### src/core/csp_regs.svh
`ifndef CSP_REGS_SVH
`define CSP_REGS_SVH
// Summary of operation
// - Homing uses one 32-bit ramp value for both acceleration and deceleration, default 0.
// - Positioning without distributed clocks drops the network indicator to value 4.
// - Linear interpolation between commands delays the position by exactly one command.
// - Interpolation period must be a whole multiple of the loop time; checked.
// - Period exponent index accepted down to -6, one microsecond resolution.
// - Each interpolation period samples the commanded position once into the point set.
// - New point discards the oldest; exactly two points kept for linear steps.
// - A velocity feed-forward is formed and applied during cyclic position mode.
// - Feed-forward input is the signed 32-bit speed bias object, default 0.
// - Motor torque is reported read-only in tenths of a percent, default 0.
// - Master writes signed 32-bit commanded position; drive moves toward it.
// - Loops align to the network time base under distributed clocks.
// - Position controller runs in step with the synchronized speed task.
// - A fresh drive position command is derived every 250 us.
// - Without distributed clocks the position loop runs on a fixed 250 us period.

// Object indices and sub-indices
`define CSP_OD_TORQUE       16'h6077
`define CSP_OD_TARGET       16'h607a
`define CSP_OD_HOME_SPEED   16'h6099
`define CSP_OD_HOME_RAMP    16'h609a
`define CSP_OD_SPEED_BIAS   16'h60b1
`define CSP_OD_INTERP       16'h60c2
`define CSP_OD_SYNC_CTRL    16'h2900
`define CSP_SUB_COUNT       8'h00
`define CSP_SUB_FIRST       8'h01
`define CSP_SUB_SECOND      8'h02
`define CSP_ENTRY_COUNT     32'h0000_0002

// Sync control fields
`define CSP_SYNC_DC_BIT     0
`define CSP_SYNC_ERR_BIT    1

// Reset values and period index range
`define CSP_PERIOD_VAL_RST  8'h01
`define CSP_PERIOD_IDX_RST  8'hfd
`define CSP_PERIOD_N_RST    10'h004
`define CSP_PERIOD_IDX_MIN  8'hfa
`define CSP_PERIOD_IDX_MAX  8'hfd

// Network indicator values
`define CSP_NSI_SAFEOP      8'h04
`define CSP_NSI_OP          8'h08

// Timing
`define CSP_CLK_PERIOD_NS   50
`define CSP_LOOP_PERIOD_NS  250000
`define CSP_LOOP_PERIOD_US  250
`endif

### src/core/csp_pkg.sv
package csp_pkg;
	typedef struct packed {
		logic        valid;
		logic        wr;
		logic [15:0] index;
		logic [7:0]  sub;
		logic [31:0] data;
	} csp_od_req_t;

	typedef struct packed {
		logic        ack;
		logic        err;
		logic [31:0] data;
	} csp_od_rsp_t;

	typedef struct packed {
		logic signed [31:0] pos;
		logic signed [31:0] vel_ff;
	} csp_cmd_t;

	typedef enum logic [1:0] {
		CSP_DIV_IDLE = 2'b00,
		CSP_DIV_RUN  = 2'b01,
		CSP_DIV_FIN  = 2'b11
	} csp_div_state_t;
endpackage

### src/core/csp_interp.sv
`timescale 1ns/1ps
`include "csp_regs.svh"
module csp_interp import csp_pkg::*; #(
	parameter int LOOP_CYC = `CSP_LOOP_PERIOD_NS / `CSP_CLK_PERIOD_NS,
	parameter int NW       = 10
) (
	// Clock and reset
	input  wire logic        core_clk_in,
	input  wire logic        arst_n_in,
	// Object dictionary access
	input  wire csp_od_req_t od_req_in,
	output csp_od_rsp_t      od_rsp_out,
	// Drive and network status
	input  wire logic        csp_mode_in,
	input  wire logic        sync_in,
	input  wire logic [15:0] torque_in,
	output logic       [7:0] network_state_indicator_out,
	output logic             period_err_out,
	output logic             loop_tick_out,
	output logic             profile_start_out,
	// Homing settings
	output logic      [31:0] homing_switch_speed_out,
	output logic      [31:0] homing_zero_speed_out,
	output logic      [31:0] homing_accel_out,
	output logic      [31:0] homing_decel_out,
	// Position command stream
	output csp_cmd_t         cmd_out,
	output logic             cmd_valid_out,
	input  wire logic        cmd_ready_in
);
	// Object storage
	logic [15:0]        torque_q;
	logic signed [31:0] target_q;
	logic [31:0]        ramp_q;
	logic signed [31:0] bias_q;
	logic [7:0]         per_val_q;
	logic [7:0]         per_idx_q;
	logic [NW-1:0]      per_n_q;
	logic               dc_en_q;
	// Timing
	logic [31:0]        loop_cnt_q;
	logic [NW-1:0]      lp_cnt_q;
	logic               loop_tick;
	logic               prof_start;
	// Interpolation
	logic signed [31:0] last_q;
	logic signed [31:0] pos_q;
	logic               neg_q;
	logic [31:0]        step_q;
	logic [NW-1:0]      frac_q;
	logic [NW-1:0]      acc_q;
	logic [31:0]        div_quo;
	logic [NW-1:0]      div_rem;
	logic               div_done;
	logic [31:0]        delta_mag;
	logic signed [31:0] delta;
	logic [NW:0]        acc_sum;
	logic               carry;
	logic [31:0]        step_mag;
	logic signed [31:0] step_signed;
	// Command handoff
	logic               emit_q;
	logic               pend_q;
	csp_cmd_t           pend_cmd_q;
	logic               buf_ready;
	logic [63:0]        buf_data;
	// Period check and object read decode
	logic [7:0]         chk_val;
	logic [7:0]         chk_idx;
	logic [19:0]        scale;
	logic [19:0]        per_us;
	logic               per_ok;
	logic               od_hit;
	logic               od_ro;
	logic [31:0]        od_rd;

	// Interpolation period check, applied to the value about to be written
	always_comb begin
		chk_val = per_val_q;
		chk_idx = per_idx_q;
		if (od_req_in.index == `CSP_OD_INTERP && od_req_in.sub == `CSP_SUB_FIRST) begin
			chk_val = od_req_in.data[7:0];
		end
		if (od_req_in.index == `CSP_OD_INTERP && od_req_in.sub == `CSP_SUB_SECOND) begin
			chk_idx = od_req_in.data[7:0];
		end
		unique case (chk_idx)
			8'hfa:   scale = 20'h00001;
			8'hfb:   scale = 20'h0000a;
			8'hfc:   scale = 20'h00064;
			8'hfd:   scale = 20'h003e8;
			default: scale = 20'h00000;
		endcase
		per_us = 20'(chk_val * scale);
		// Coarser exponents would overflow the loop count, so they are refused too
		per_ok = (per_us != 20'h0) && (per_us % 20'(`CSP_LOOP_PERIOD_US) == 20'h0);
	end

	// Read decode and read-only marking
	always_comb begin
		od_hit = 1'b1;
		od_ro  = 1'b0;
		od_rd  = 32'h0;
		unique case (od_req_in.index)
			`CSP_OD_TORQUE: begin
				od_ro = 1'b1;
				od_rd = {{16{torque_q[15]}}, torque_q};
			end
			`CSP_OD_TARGET:     od_rd = target_q;
			`CSP_OD_HOME_RAMP:  od_rd = ramp_q;
			`CSP_OD_SPEED_BIAS: od_rd = bias_q;
			`CSP_OD_HOME_SPEED: begin
				if (od_req_in.sub == `CSP_SUB_COUNT) begin
					od_ro = 1'b1;
					od_rd = `CSP_ENTRY_COUNT;
				end else if (od_req_in.sub == `CSP_SUB_FIRST) begin
					od_rd = homing_switch_speed_out;
				end else if (od_req_in.sub == `CSP_SUB_SECOND) begin
					od_rd = homing_zero_speed_out;
				end else begin
					od_hit = 1'b0;
				end
			end
			`CSP_OD_INTERP: begin
				if (od_req_in.sub == `CSP_SUB_COUNT) begin
					od_ro = 1'b1;
					od_rd = `CSP_ENTRY_COUNT;
				end else if (od_req_in.sub == `CSP_SUB_FIRST) begin
					od_rd = {24'h0, per_val_q};
				end else if (od_req_in.sub == `CSP_SUB_SECOND) begin
					od_rd = {{24{per_idx_q[7]}}, per_idx_q};
				end else begin
					od_hit = 1'b0;
				end
			end
			`CSP_OD_SYNC_CTRL: od_rd = {30'h0, period_err_out, dc_en_q};
			default:           od_hit = 1'b0;
		endcase
	end

	// Object writes and answers
	always_ff @(posedge core_clk_in or negedge arst_n_in) begin
		if (!arst_n_in) begin
			od_rsp_out              <= '0;
			target_q                <= '0;
			ramp_q                  <= '0;
			bias_q                  <= '0;
			homing_switch_speed_out <= '0;
			homing_zero_speed_out   <= '0;
			per_val_q               <= `CSP_PERIOD_VAL_RST;
			per_idx_q               <= `CSP_PERIOD_IDX_RST;
			per_n_q                 <= `CSP_PERIOD_N_RST;
			dc_en_q                 <= 1'b0;
			period_err_out          <= 1'b0;
		end else begin
			od_rsp_out.ack  <= od_req_in.valid;
			od_rsp_out.err  <= 1'b0;
			od_rsp_out.data <= od_req_in.valid && !od_req_in.wr ? od_rd : 32'h0;
			if (od_req_in.valid && (!od_hit || (od_req_in.wr && od_ro))) begin
				od_rsp_out.err <= 1'b1;
			end else if (od_req_in.valid && od_req_in.wr) begin
				unique case (od_req_in.index)
					`CSP_OD_TARGET:     target_q <= od_req_in.data;
					`CSP_OD_HOME_RAMP:  ramp_q   <= od_req_in.data;
					`CSP_OD_SPEED_BIAS: bias_q   <= od_req_in.data;
					`CSP_OD_HOME_SPEED: begin
						if (od_req_in.sub == `CSP_SUB_FIRST) begin
							homing_switch_speed_out <= od_req_in.data;
						end else begin
							homing_zero_speed_out <= od_req_in.data;
						end
					end
					`CSP_OD_INTERP: begin
						if (per_ok) begin
							per_val_q      <= chk_val;
							per_idx_q      <= chk_idx;
							per_n_q        <= NW'(per_us / 20'(`CSP_LOOP_PERIOD_US));
							period_err_out <= 1'b0;
						end else begin
							od_rsp_out.err <= 1'b1;
							period_err_out <= 1'b1;
						end
					end
					`CSP_OD_SYNC_CTRL: dc_en_q <= od_req_in.data[`CSP_SYNC_DC_BIT];
					default:           od_rsp_out.err <= 1'b1;
				endcase
			end
		end
	end

	assign homing_accel_out = ramp_q;
	assign homing_decel_out = ramp_q;

	// Network state drops to safe-operational when positioning runs unsynchronised
	always_ff @(posedge core_clk_in or negedge arst_n_in) begin
		if (!arst_n_in) begin
			network_state_indicator_out <= `CSP_NSI_OP;
		end else begin
			network_state_indicator_out <= (csp_mode_in && !dc_en_q) ? `CSP_NSI_SAFEOP :
			                               `CSP_NSI_OP;
		end
	end

	// Loop tick: free 250 us, realigned by each network sync pulse while distributed clocks are enabled
	assign loop_tick  = (loop_cnt_q == 32'(LOOP_CYC - 1)) || (dc_en_q && sync_in);
	assign prof_start = dc_en_q ? sync_in : (loop_tick && lp_cnt_q == per_n_q - 1'b1);

	always_ff @(posedge core_clk_in or negedge arst_n_in) begin
		if (!arst_n_in) begin
			loop_cnt_q        <= '0;
			lp_cnt_q          <= '0;
			loop_tick_out     <= 1'b0;
			profile_start_out <= 1'b0;
			torque_q          <= '0;
		end else begin
			loop_cnt_q        <= loop_tick ? 32'h0 : loop_cnt_q + 32'h1;
			loop_tick_out     <= loop_tick;
			profile_start_out <= prof_start;
			if (prof_start) begin
				lp_cnt_q <= '0;
			end else if (loop_tick && lp_cnt_q != '1) begin
				lp_cnt_q <= lp_cnt_q + 1'b1;
			end
			if (loop_tick) begin
				torque_q <= torque_in;
			end
		end
	end

	// Two-point set and linear stepping
	assign delta     = target_q - last_q;
	assign delta_mag = delta[31] ? 32'(-delta) : 32'(delta);
	assign acc_sum   = {1'b0, acc_q} + {1'b0, frac_q};
	assign carry     = acc_sum >= {1'b0, per_n_q};
	assign step_mag  = step_q + {31'h0, carry};
	assign step_signed = neg_q ? -$signed(step_mag) : $signed(step_mag);

	csp_step_div #(
		.DW (32),
		.VW (NW)
	) u_div (
		.core_clk_in (core_clk_in),
		.arst_n_in   (arst_n_in),
		.start_in    (prof_start),
		.dividend_in (delta_mag),
		.divisor_in  (per_n_q),
		.quo_out     (div_quo),
		.rem_out     (div_rem),
		.done_out    (div_done)
	);

	always_ff @(posedge core_clk_in or negedge arst_n_in) begin
		if (!arst_n_in) begin
			last_q <= '0;
			pos_q  <= '0;
			neg_q  <= 1'b0;
			step_q <= '0;
			frac_q <= '0;
			acc_q  <= '0;
		end else if (prof_start) begin
			last_q <= target_q;
			pos_q  <= last_q;
			neg_q  <= delta[31];
			step_q <= '0;
			frac_q <= '0;
			acc_q  <= '0;
		end else begin
			if (div_done) begin
				step_q <= div_quo;
				frac_q <= div_rem;
			end
			// Stop after the segment end so a late sync never overshoots
			if (loop_tick && lp_cnt_q < per_n_q) begin
				pos_q <= pos_q + step_signed;
				acc_q <= carry ? NW'(acc_sum - {1'b0, per_n_q}) : NW'(acc_sum);
			end
		end
	end

	// Command emitted the cycle after each tick in cyclic position mode; a stalled slot keeps the newest
	always_ff @(posedge core_clk_in or negedge arst_n_in) begin
		if (!arst_n_in) begin
			emit_q     <= 1'b0;
			pend_q     <= 1'b0;
			pend_cmd_q <= '0;
		end else begin
			emit_q <= loop_tick && csp_mode_in;
			if (emit_q) begin
				pend_q            <= 1'b1;
				pend_cmd_q.pos    <= pos_q;
				pend_cmd_q.vel_ff <= bias_q + $signed(neg_q ? -$signed(step_q) : step_q);
			end else if (buf_ready) begin
				pend_q <= 1'b0;
			end
		end
	end

	csp_cmd_buf #(
		.W     (64),
		.DEPTH (2)
	) u_buf (
		.core_clk_in   (core_clk_in),
		.arst_n_in     (arst_n_in),
		.in_valid_in   (pend_q),
		.in_data_in    (pend_cmd_q),
		.in_ready_out  (buf_ready),
		.out_valid_out (cmd_valid_out),
		.out_data_out  (buf_data),
		.out_ready_in  (cmd_ready_in)
	);

	assign cmd_out = buf_data;
endmodule

### src/core/csp_step_div.sv
`timescale 1ns/1ps
module csp_step_div import csp_pkg::*; #(
	parameter int DW = 32,
	parameter int VW = 10
) (
	// Clock and reset
	input  wire logic          core_clk_in,
	input  wire logic          arst_n_in,
	// Request
	input  wire logic          start_in,
	input  wire logic [DW-1:0] dividend_in,
	input  wire logic [VW-1:0] divisor_in,
	// Result
	output logic      [DW-1:0] quo_out,
	output logic      [VW-1:0] rem_out,
	output logic               done_out
);
	csp_div_state_t    state_q;
	logic [DW-1:0]     num_q;
	logic [VW-1:0]     rem_q;
	logic [VW-1:0]     div_q;
	logic [5:0]        cnt_q;
	logic [VW:0]       trial;

	assign trial    = {rem_q, num_q[DW-1]};
	assign quo_out  = num_q;
	assign rem_out  = rem_q;

	// Serial restoring divide; one quotient bit per clock is ample within a loop period
	always_ff @(posedge core_clk_in or negedge arst_n_in) begin
		if (!arst_n_in) begin
			state_q  <= CSP_DIV_IDLE;
			num_q    <= '0;
			rem_q    <= '0;
			div_q    <= '0;
			cnt_q    <= '0;
			done_out <= 1'b0;
		end else begin
			done_out <= 1'b0;
			unique case (state_q)
				CSP_DIV_IDLE: begin
					if (start_in) begin
						num_q   <= dividend_in;
						div_q   <= divisor_in;
						rem_q   <= '0;
						cnt_q   <= '0;
						state_q <= CSP_DIV_RUN;
					end
				end
				CSP_DIV_RUN: begin
					if (trial >= {1'b0, div_q}) begin
						rem_q <= VW'(trial - {1'b0, div_q});
						num_q <= {num_q[DW-2:0], 1'b1};
					end else begin
						rem_q <= trial[VW-1:0];
						num_q <= {num_q[DW-2:0], 1'b0};
					end
					cnt_q <= cnt_q + 6'h01;
					if (cnt_q == 6'(DW - 1)) begin
						state_q <= CSP_DIV_FIN;
					end
				end
				CSP_DIV_FIN: begin
					done_out <= 1'b1;
					state_q  <= CSP_DIV_IDLE;
				end
				default: state_q <= CSP_DIV_IDLE;
			endcase
		end
	end
endmodule

### src/core/csp_cmd_buf.sv
`timescale 1ns/1ps
module csp_cmd_buf import csp_pkg::*; #(
	parameter int W     = 64,
	parameter int DEPTH = 2
) (
	// Clock and reset
	input  wire logic         core_clk_in,
	input  wire logic         arst_n_in,
	// Fill side
	input  wire logic         in_valid_in,
	input  wire logic [W-1:0] in_data_in,
	output logic              in_ready_out,
	// Drain side
	output logic              out_valid_out,
	output logic      [W-1:0] out_data_out,
	input  wire logic         out_ready_in
);
	localparam int AW = (DEPTH > 1) ? $clog2(DEPTH) : 1;

	logic [W-1:0]  mem_q [DEPTH];
	logic [AW-1:0] wr_ptr_q;
	logic [AW-1:0] rd_ptr_q;
	logic [AW:0]   count_q;
	logic          push;
	logic          pop;
	logic [AW:0]   count_d;
	logic [AW-1:0] rd_ptr_d;
	logic [W-1:0]  head_d;

	assign push         = in_valid_in && in_ready_out;
	assign pop          = out_valid_out && out_ready_in;
	assign count_d      = push && !pop ? count_q + 1'b1 :
	                      (!push && pop ? count_q - 1'b1 : count_q);
	assign rd_ptr_d     = !pop ? rd_ptr_q :
	                      ((rd_ptr_q == AW'(DEPTH - 1)) ? '0 : rd_ptr_q + 1'b1);
	// Head held in a flop; a word landing in the head slot bypasses the array
	assign head_d       = (push && wr_ptr_q == rd_ptr_d) ? in_data_in : mem_q[rd_ptr_d];

	always_ff @(posedge core_clk_in) begin
		if (push) begin
			mem_q[wr_ptr_q] <= in_data_in;
		end
	end

	// Full and empty kept as flops so the ports see no decode glitches
	always_ff @(posedge core_clk_in or negedge arst_n_in) begin
		if (!arst_n_in) begin
			wr_ptr_q      <= '0;
			rd_ptr_q      <= '0;
			count_q       <= '0;
			in_ready_out  <= 1'b1;
			out_valid_out <= 1'b0;
			out_data_out  <= '0;
		end else begin
			if (push) begin
				wr_ptr_q <= (wr_ptr_q == AW'(DEPTH - 1)) ? '0 : wr_ptr_q + 1'b1;
			end
			rd_ptr_q      <= rd_ptr_d;
			out_data_out  <= head_d;
			count_q       <= count_d;
			in_ready_out  <= count_d != (AW + 1)'(DEPTH);
			out_valid_out <= count_d != '0;
		end
	end
endmodule

### config.mk
export PLATFORM = sky130hd
export DESIGN_NAME = csp_interp
export DESIGN_NICKNAME = d
export VERILOG_FILES = /design/src/core/csp_pkg.sv /design/src/core/csp_interp.sv /design/src/core/csp_step_div.sv /design/src/core/csp_cmd_buf.sv
export VERILOG_INCLUDE_DIRS = /design/src /design/src/core
export SDC_FILE = /design/constraint.sdc
export NUM_CORES = 2
export LEC_CHECK = 0
export BUFFER_PORTS_ARGS = -buffer_cell sky130_fd_sc_hd__clkbuf_2
export CORE_MARGIN = 2
export CORE_UTILIZATION = 35
export CTS_CLUSTER_DIAMETER = 80
export DETAILED_ROUTE_END_ITERATION = 12
export MAX_ROUTING_LAYER = met4
export PLACE_DENSITY_LB_ADDON = 0.05
export SETUP_SLACK_MARGIN = 0.3
export SYNTH_ARGS = -nofsm -noshare
export SYNTH_HDL_FRONTEND = slang
export SYNTH_SLANG_ARGS = --single-unit
### constraint.sdc
create_clock -name core_clk_in -period 15.55 [get_ports core_clk_in]
set_input_delay 3.8875 -clock core_clk_in [delete_from_list [all_inputs] [get_ports core_clk_in]]
set_output_delay 3.8875 -clock core_clk_in [all_outputs]
set_load 0.01 [all_outputs]
==> Implementation_results.wiki <==
{| class="wikitable"
! Metric !! Value
|-
| Final setup skew || ~0.054 ns
|-
| First-pass detailed-route iteration total || 7
|-
| Setup repair after global routing missed its margin || true
|-
| Number of endpoints with negative hold slack in the final report || 0
|-
| Worst-case hold slack || 0.4571 ns
|-
| Worst endpoint data arrival time || 17.59 ns
|-
| Nature of the critical path startpoint || input port
|-
| Flops & latches, synth || 726
|-
| Critical path's slowest cell || fa_1
|-
| Final routed wire length divided by cell count || roughly 21 microns
|-
| Number of rows created at floorplan || between 100 and 150
|-
| Power per cell area || roughly 79 nW/um^2
|-
| Number of inserted filler cells in the final layout || 11917
|-
| CTS root buf || clkbuf_16
|-
| Vias in the first global route || 33516
|-
| Count of non-filler cells in the finished layout || 6642
|-
| Worst Setup Slack, final || -1.486 ns
|-
| Met2 routed WL || between 50 and 60 mm
|-
| Aggregate global routing overflow || 0
|-
| Setup TNS || -39.88 ns
|-
| Relative slew slack || 23.23%
|-
| Std-Cell Core Area || approximately 120000 sq um
|-
| Layout-stage area growth over the synthesis result || 25.35%
|-
| Critical setup path kind || input port to register
|-
| Net switching power || about 0.001 W
|-
| Number of endpoints failing setup at the final stage || 28
|-
| Portion of synthesized cell area occupied by the leading cell type || between 30% and 40%
|-
| Pin count of the biggest net entering global routing || 165
|-
| Gr usage total || 21.82%
|-
| Initial antenna violation count || 6
|-
| Source-to-sink clock delay at the later pin of the worst-skew pair || 0.71 ns
|-
| DRT met1 WL || 71.51 mm
|-
| Achievable frequency || roughly 60 MHz
|-
| Violated checks || setup timing
|-
| Part of the power in the clock network || 51.4%
|-
| Syn Std Cell Area || between 40000 and 50000 sq um
|-
| Max-slew violations || 0
|-
| Worst Setup End Kind || register
|-
| Proportion of power drawn by combinational gates || 3.6%
|-
| Cells after synthesis || 4303
|-
| Number of violations of the max-capacitance limit || 0
|-
| Proportion of synthesized chip area in sequential cells || between 40% and 50%
|-
| Die Height || between 300 and 400 microns
|-
| Largest cells by area after synthesis || dfrtp_1, edfxtp_1, mux2_2
|-
| Number of flops mapped to enable cells by yosys || 128
|-
| DRC violation count after routing || 0
|-
| Die boundary width || 357.4 microns
|-
| DRC marker count from the first detailed-route iteration || roughly 2200
|-
| Hold-fix buffers at CTS || 0
|-
| Largest voltage drop on the vdd net || 91.52 uV
|-
| Flop pwr share || 45.0%
|-
| TritonCTS clock tree || built
|-
| Static Leak || 25.56 nW
|-
| Tightest Hold Check Type || register to register
|-
| Synthesis Warnings || 0
|-
| Fraction of synthesis flops using an asynchronous set or reset pin || 82.37%
|-
| Count of antenna-violating nets left after detailed routing || 0
|-
| Transition time at the pin with the least slew margin || around 1.1 ns
|-
| Htree depth || 3
|-
| Max incr delay on CP || 0.56 ns
|-
| Clock-pin transition on the worst setup and hold timing paths || 0.06 ns
|-
| Vias after detailed routing || about 34000
|-
| Total length of routed wires || 136.2 mm
|-
| DP Wirelength || 100.1 mm
|-
| Most used flip-flop cell after synthesis || dfrtp_1
|-
| Proportion of total power due to net switching || about 23%
|-
| Count of port buffers added during placement || 310
|-
| Placed instance count || 6420
|-
| Count of clock tree sinks || slightly above 700
|-
| Internal || 0.003334 W
|-
| Clock tree buffer depth || 3
|-
| Final critical delay including setup and external delays || 17.04 ns
|-
| Top cell type by total area after synthesis || dfrtp_1
|-
| Fraction of layout cells with a size suffix above 1 || roughly 30%
|-
| Post-route fraction of the period consumed by the critical path || 109.6%
|-
| Die Outline Area || about 130000 sq um
|-
| Largest fanout on the critical path || 8
|-
| Count of unique library cells instantiated by Yosys || 129
|-
| Initial cell density of the core || between 30% and 40%
|-
| Last weighted congestion value of the routability-driven placer || around 0.9
|-
| Total Power Consumption || 0.004314 W
|-
| Total clock buffers created by CTS || 88
|-
| Uppermost routed layer || met4
|-
| Crit path top cell by count || buf_4
|-
| Outcome || finished, violations left
|-
| Met3 routed WL || 5.500 mm
|-
| Post-DR vias/cell || 5.169
|-
| First-pass GRT wire length || 209.4 mm
|-
| Worst path required time || 16.10 ns
|-
| Final core utilization || 44.26%
|-
| Number of primary I/O pins || 317
|-
| Total number of nets in the final design || 5253
|-
| Synthesized area per cell || 10.16 sq um
|}
[sequential cells by signal (all words and copies together) (netlist names), 16 cells and up]
register                 count
bias_q                      32
homing_accel_out            32
homing_switch_speed_out     32
homing_zero_speed_out       32
last_q                      32
loop_cnt_q                  32
od_rsp_out                  34
pend_cmd_q                  64
pos_q                       32
step_q                      32
target_q                    32
torque_q                    16
u_buf.mem_q                128
u_buf.out_data_out          64
u_div.quo_out               32
[worst paths after layout]
path | start | endpoint | slack, ns | depth (start not counted)
max | od_req_in[42] | per_idx_q[1] | -1.49 | 63
min | u_div.cnt_q[5] | u_div.state_q[1] | 0.46 | 1
max reg2reg | per_idx_q[3] | per_idx_q[1] | 1.92 | 58
min reg2reg | u_div.cnt_q[5] | u_div.state_q[1] | 0.46 | 1
max in group asynchronous | arst_n_in | homing_switch_speed_out[19] | 10.22 | 3
min in group asynchronous | arst_n_in | loop_cnt_q[21] | 3.22 | 1
[cells in the mapped netlist, types with 15 or more instances]
| master | n |
|---|---|
| and3_1 | 42 |
| clkbuf_1 | 172 |
| ha_1 | 195 |
| a222oi_1 | 32 |
| a211oi_1 | 38 |
| o21bai_1 | 53 |
| a31oi_1 | 57 |
| buf_1 | 26 |
| o21a_1 | 16 |
| edfxtp_1 | 128 |
| a21oi_1 | 282 |
| nor2b_1 | 38 |
| and4_1 | 15 |
| and2_1 | 16 |
| mux2i_1 | 138 |
| a21o_1 | 38 |
| or3_1 | 30 |
| nand2_1 | 253 |
| or2_2 | 18 |
| xor2_1 | 111 |
| nor4_1 | 23 |
| nand4_1 | 49 |
| nor3_1 | 60 |
| dfrtp_1 | 587 |
| a22oi_1 | 41 |
| o21ai_0 | 194 |
| a22o_1 | 40 |
| fa_1 | 46 |
| nand2b_1 | 29 |
| o31ai_1 | 25 |
| mux2_2 | 248 |
| inv_1 | 248 |
| o211ai_1 | 18 |
| xnor2_1 | 209 |
| buf_4 | 45 |
| nor2_1 | 372 |
| nand3_1 | 78 |
[cell type report]
type,instances,area [sq um],share of cell area [%]
tap,1637,2048,3.738
inverter,249,934.6,1.706
multi-input combinational,3074,24420,44.57
antenna,1,2.502,0.004567
timing repair buffer,794,5411,9.876
clock buffer,118,2466,4.501
sequential,726,18830,34.36
clock inverter,43,683.2,1.247
[cells in the final DEF, fill, tap and decap left out, drive strengths merged, types with 58 or more instances in the layout]
cell type,synthesis,routed
a21oi,288,288
a31oi,58,58
buf,87,486
clkbuf,172,426
dfrtp,587,587
edfxtp,128,128
ha,195,195
inv,248,252
mux2,265,265
mux2i,142,142
nand2,254,254
nand3,78,78
nor2,374,374
nor3,65,65
o21ai,210,210
xnor2,211,211
xor2,111,111
[through the flow]
step,area (sq um),worst slack (ns)
floorplan,44300,-1.607
global placement,49970,-2.847
detailed placement,49970,-2.797
CTS,54030,-1.352
global route,54800,-2.037
finish,54800,-1.486
[worst max-delay path, delay by kind of cell]
family	cells	cell delay (ns)
mux	4	1.00
buf+inv	16	2.23
compound gates	24	5.40
xor+xnor	1	0.16
simple gates	12	2.42
fa+ha+maj	6	2.45
[layer usage]
layer	vias up	track usage, %
met3	104	3.128
met5	-	-
met4	0	3.798
li1	16668	-
met2	625	30.59
met1	16934	33.34
[repair_timing]
item | CTS | global route
gates resized for setup | 137 | 92
pin swaps | 61 | 73
setup buffers | 28 | 32
endpoints found under the setup margin | 28 | 28
[kinds of logic after synthesis]
group,after synthesis,share of synthesized area (%)
flops,726,43.06
mux,407,10.16
fa+ha+maj,242,7.711
buf+inv,508,4.880
compound gates,1008,15.59
other cells,1,0.008579
xor+xnor,322,6.512
simple gates,1089,12.08
[power groups by stage]
stage	sequential, W	clock [W]	combinational, W
floorplan	0.00198	0	0.0000747
global route	0.00194	0.00236	0.000174
global placement	0.00198	0	0.000161
finish	0.00194	0.00222	0.000157
CTS	0.00194	0.00228	0.000162
detailed placement	0.00198	0	0.000161
Power figures use the tool's default switching activity.
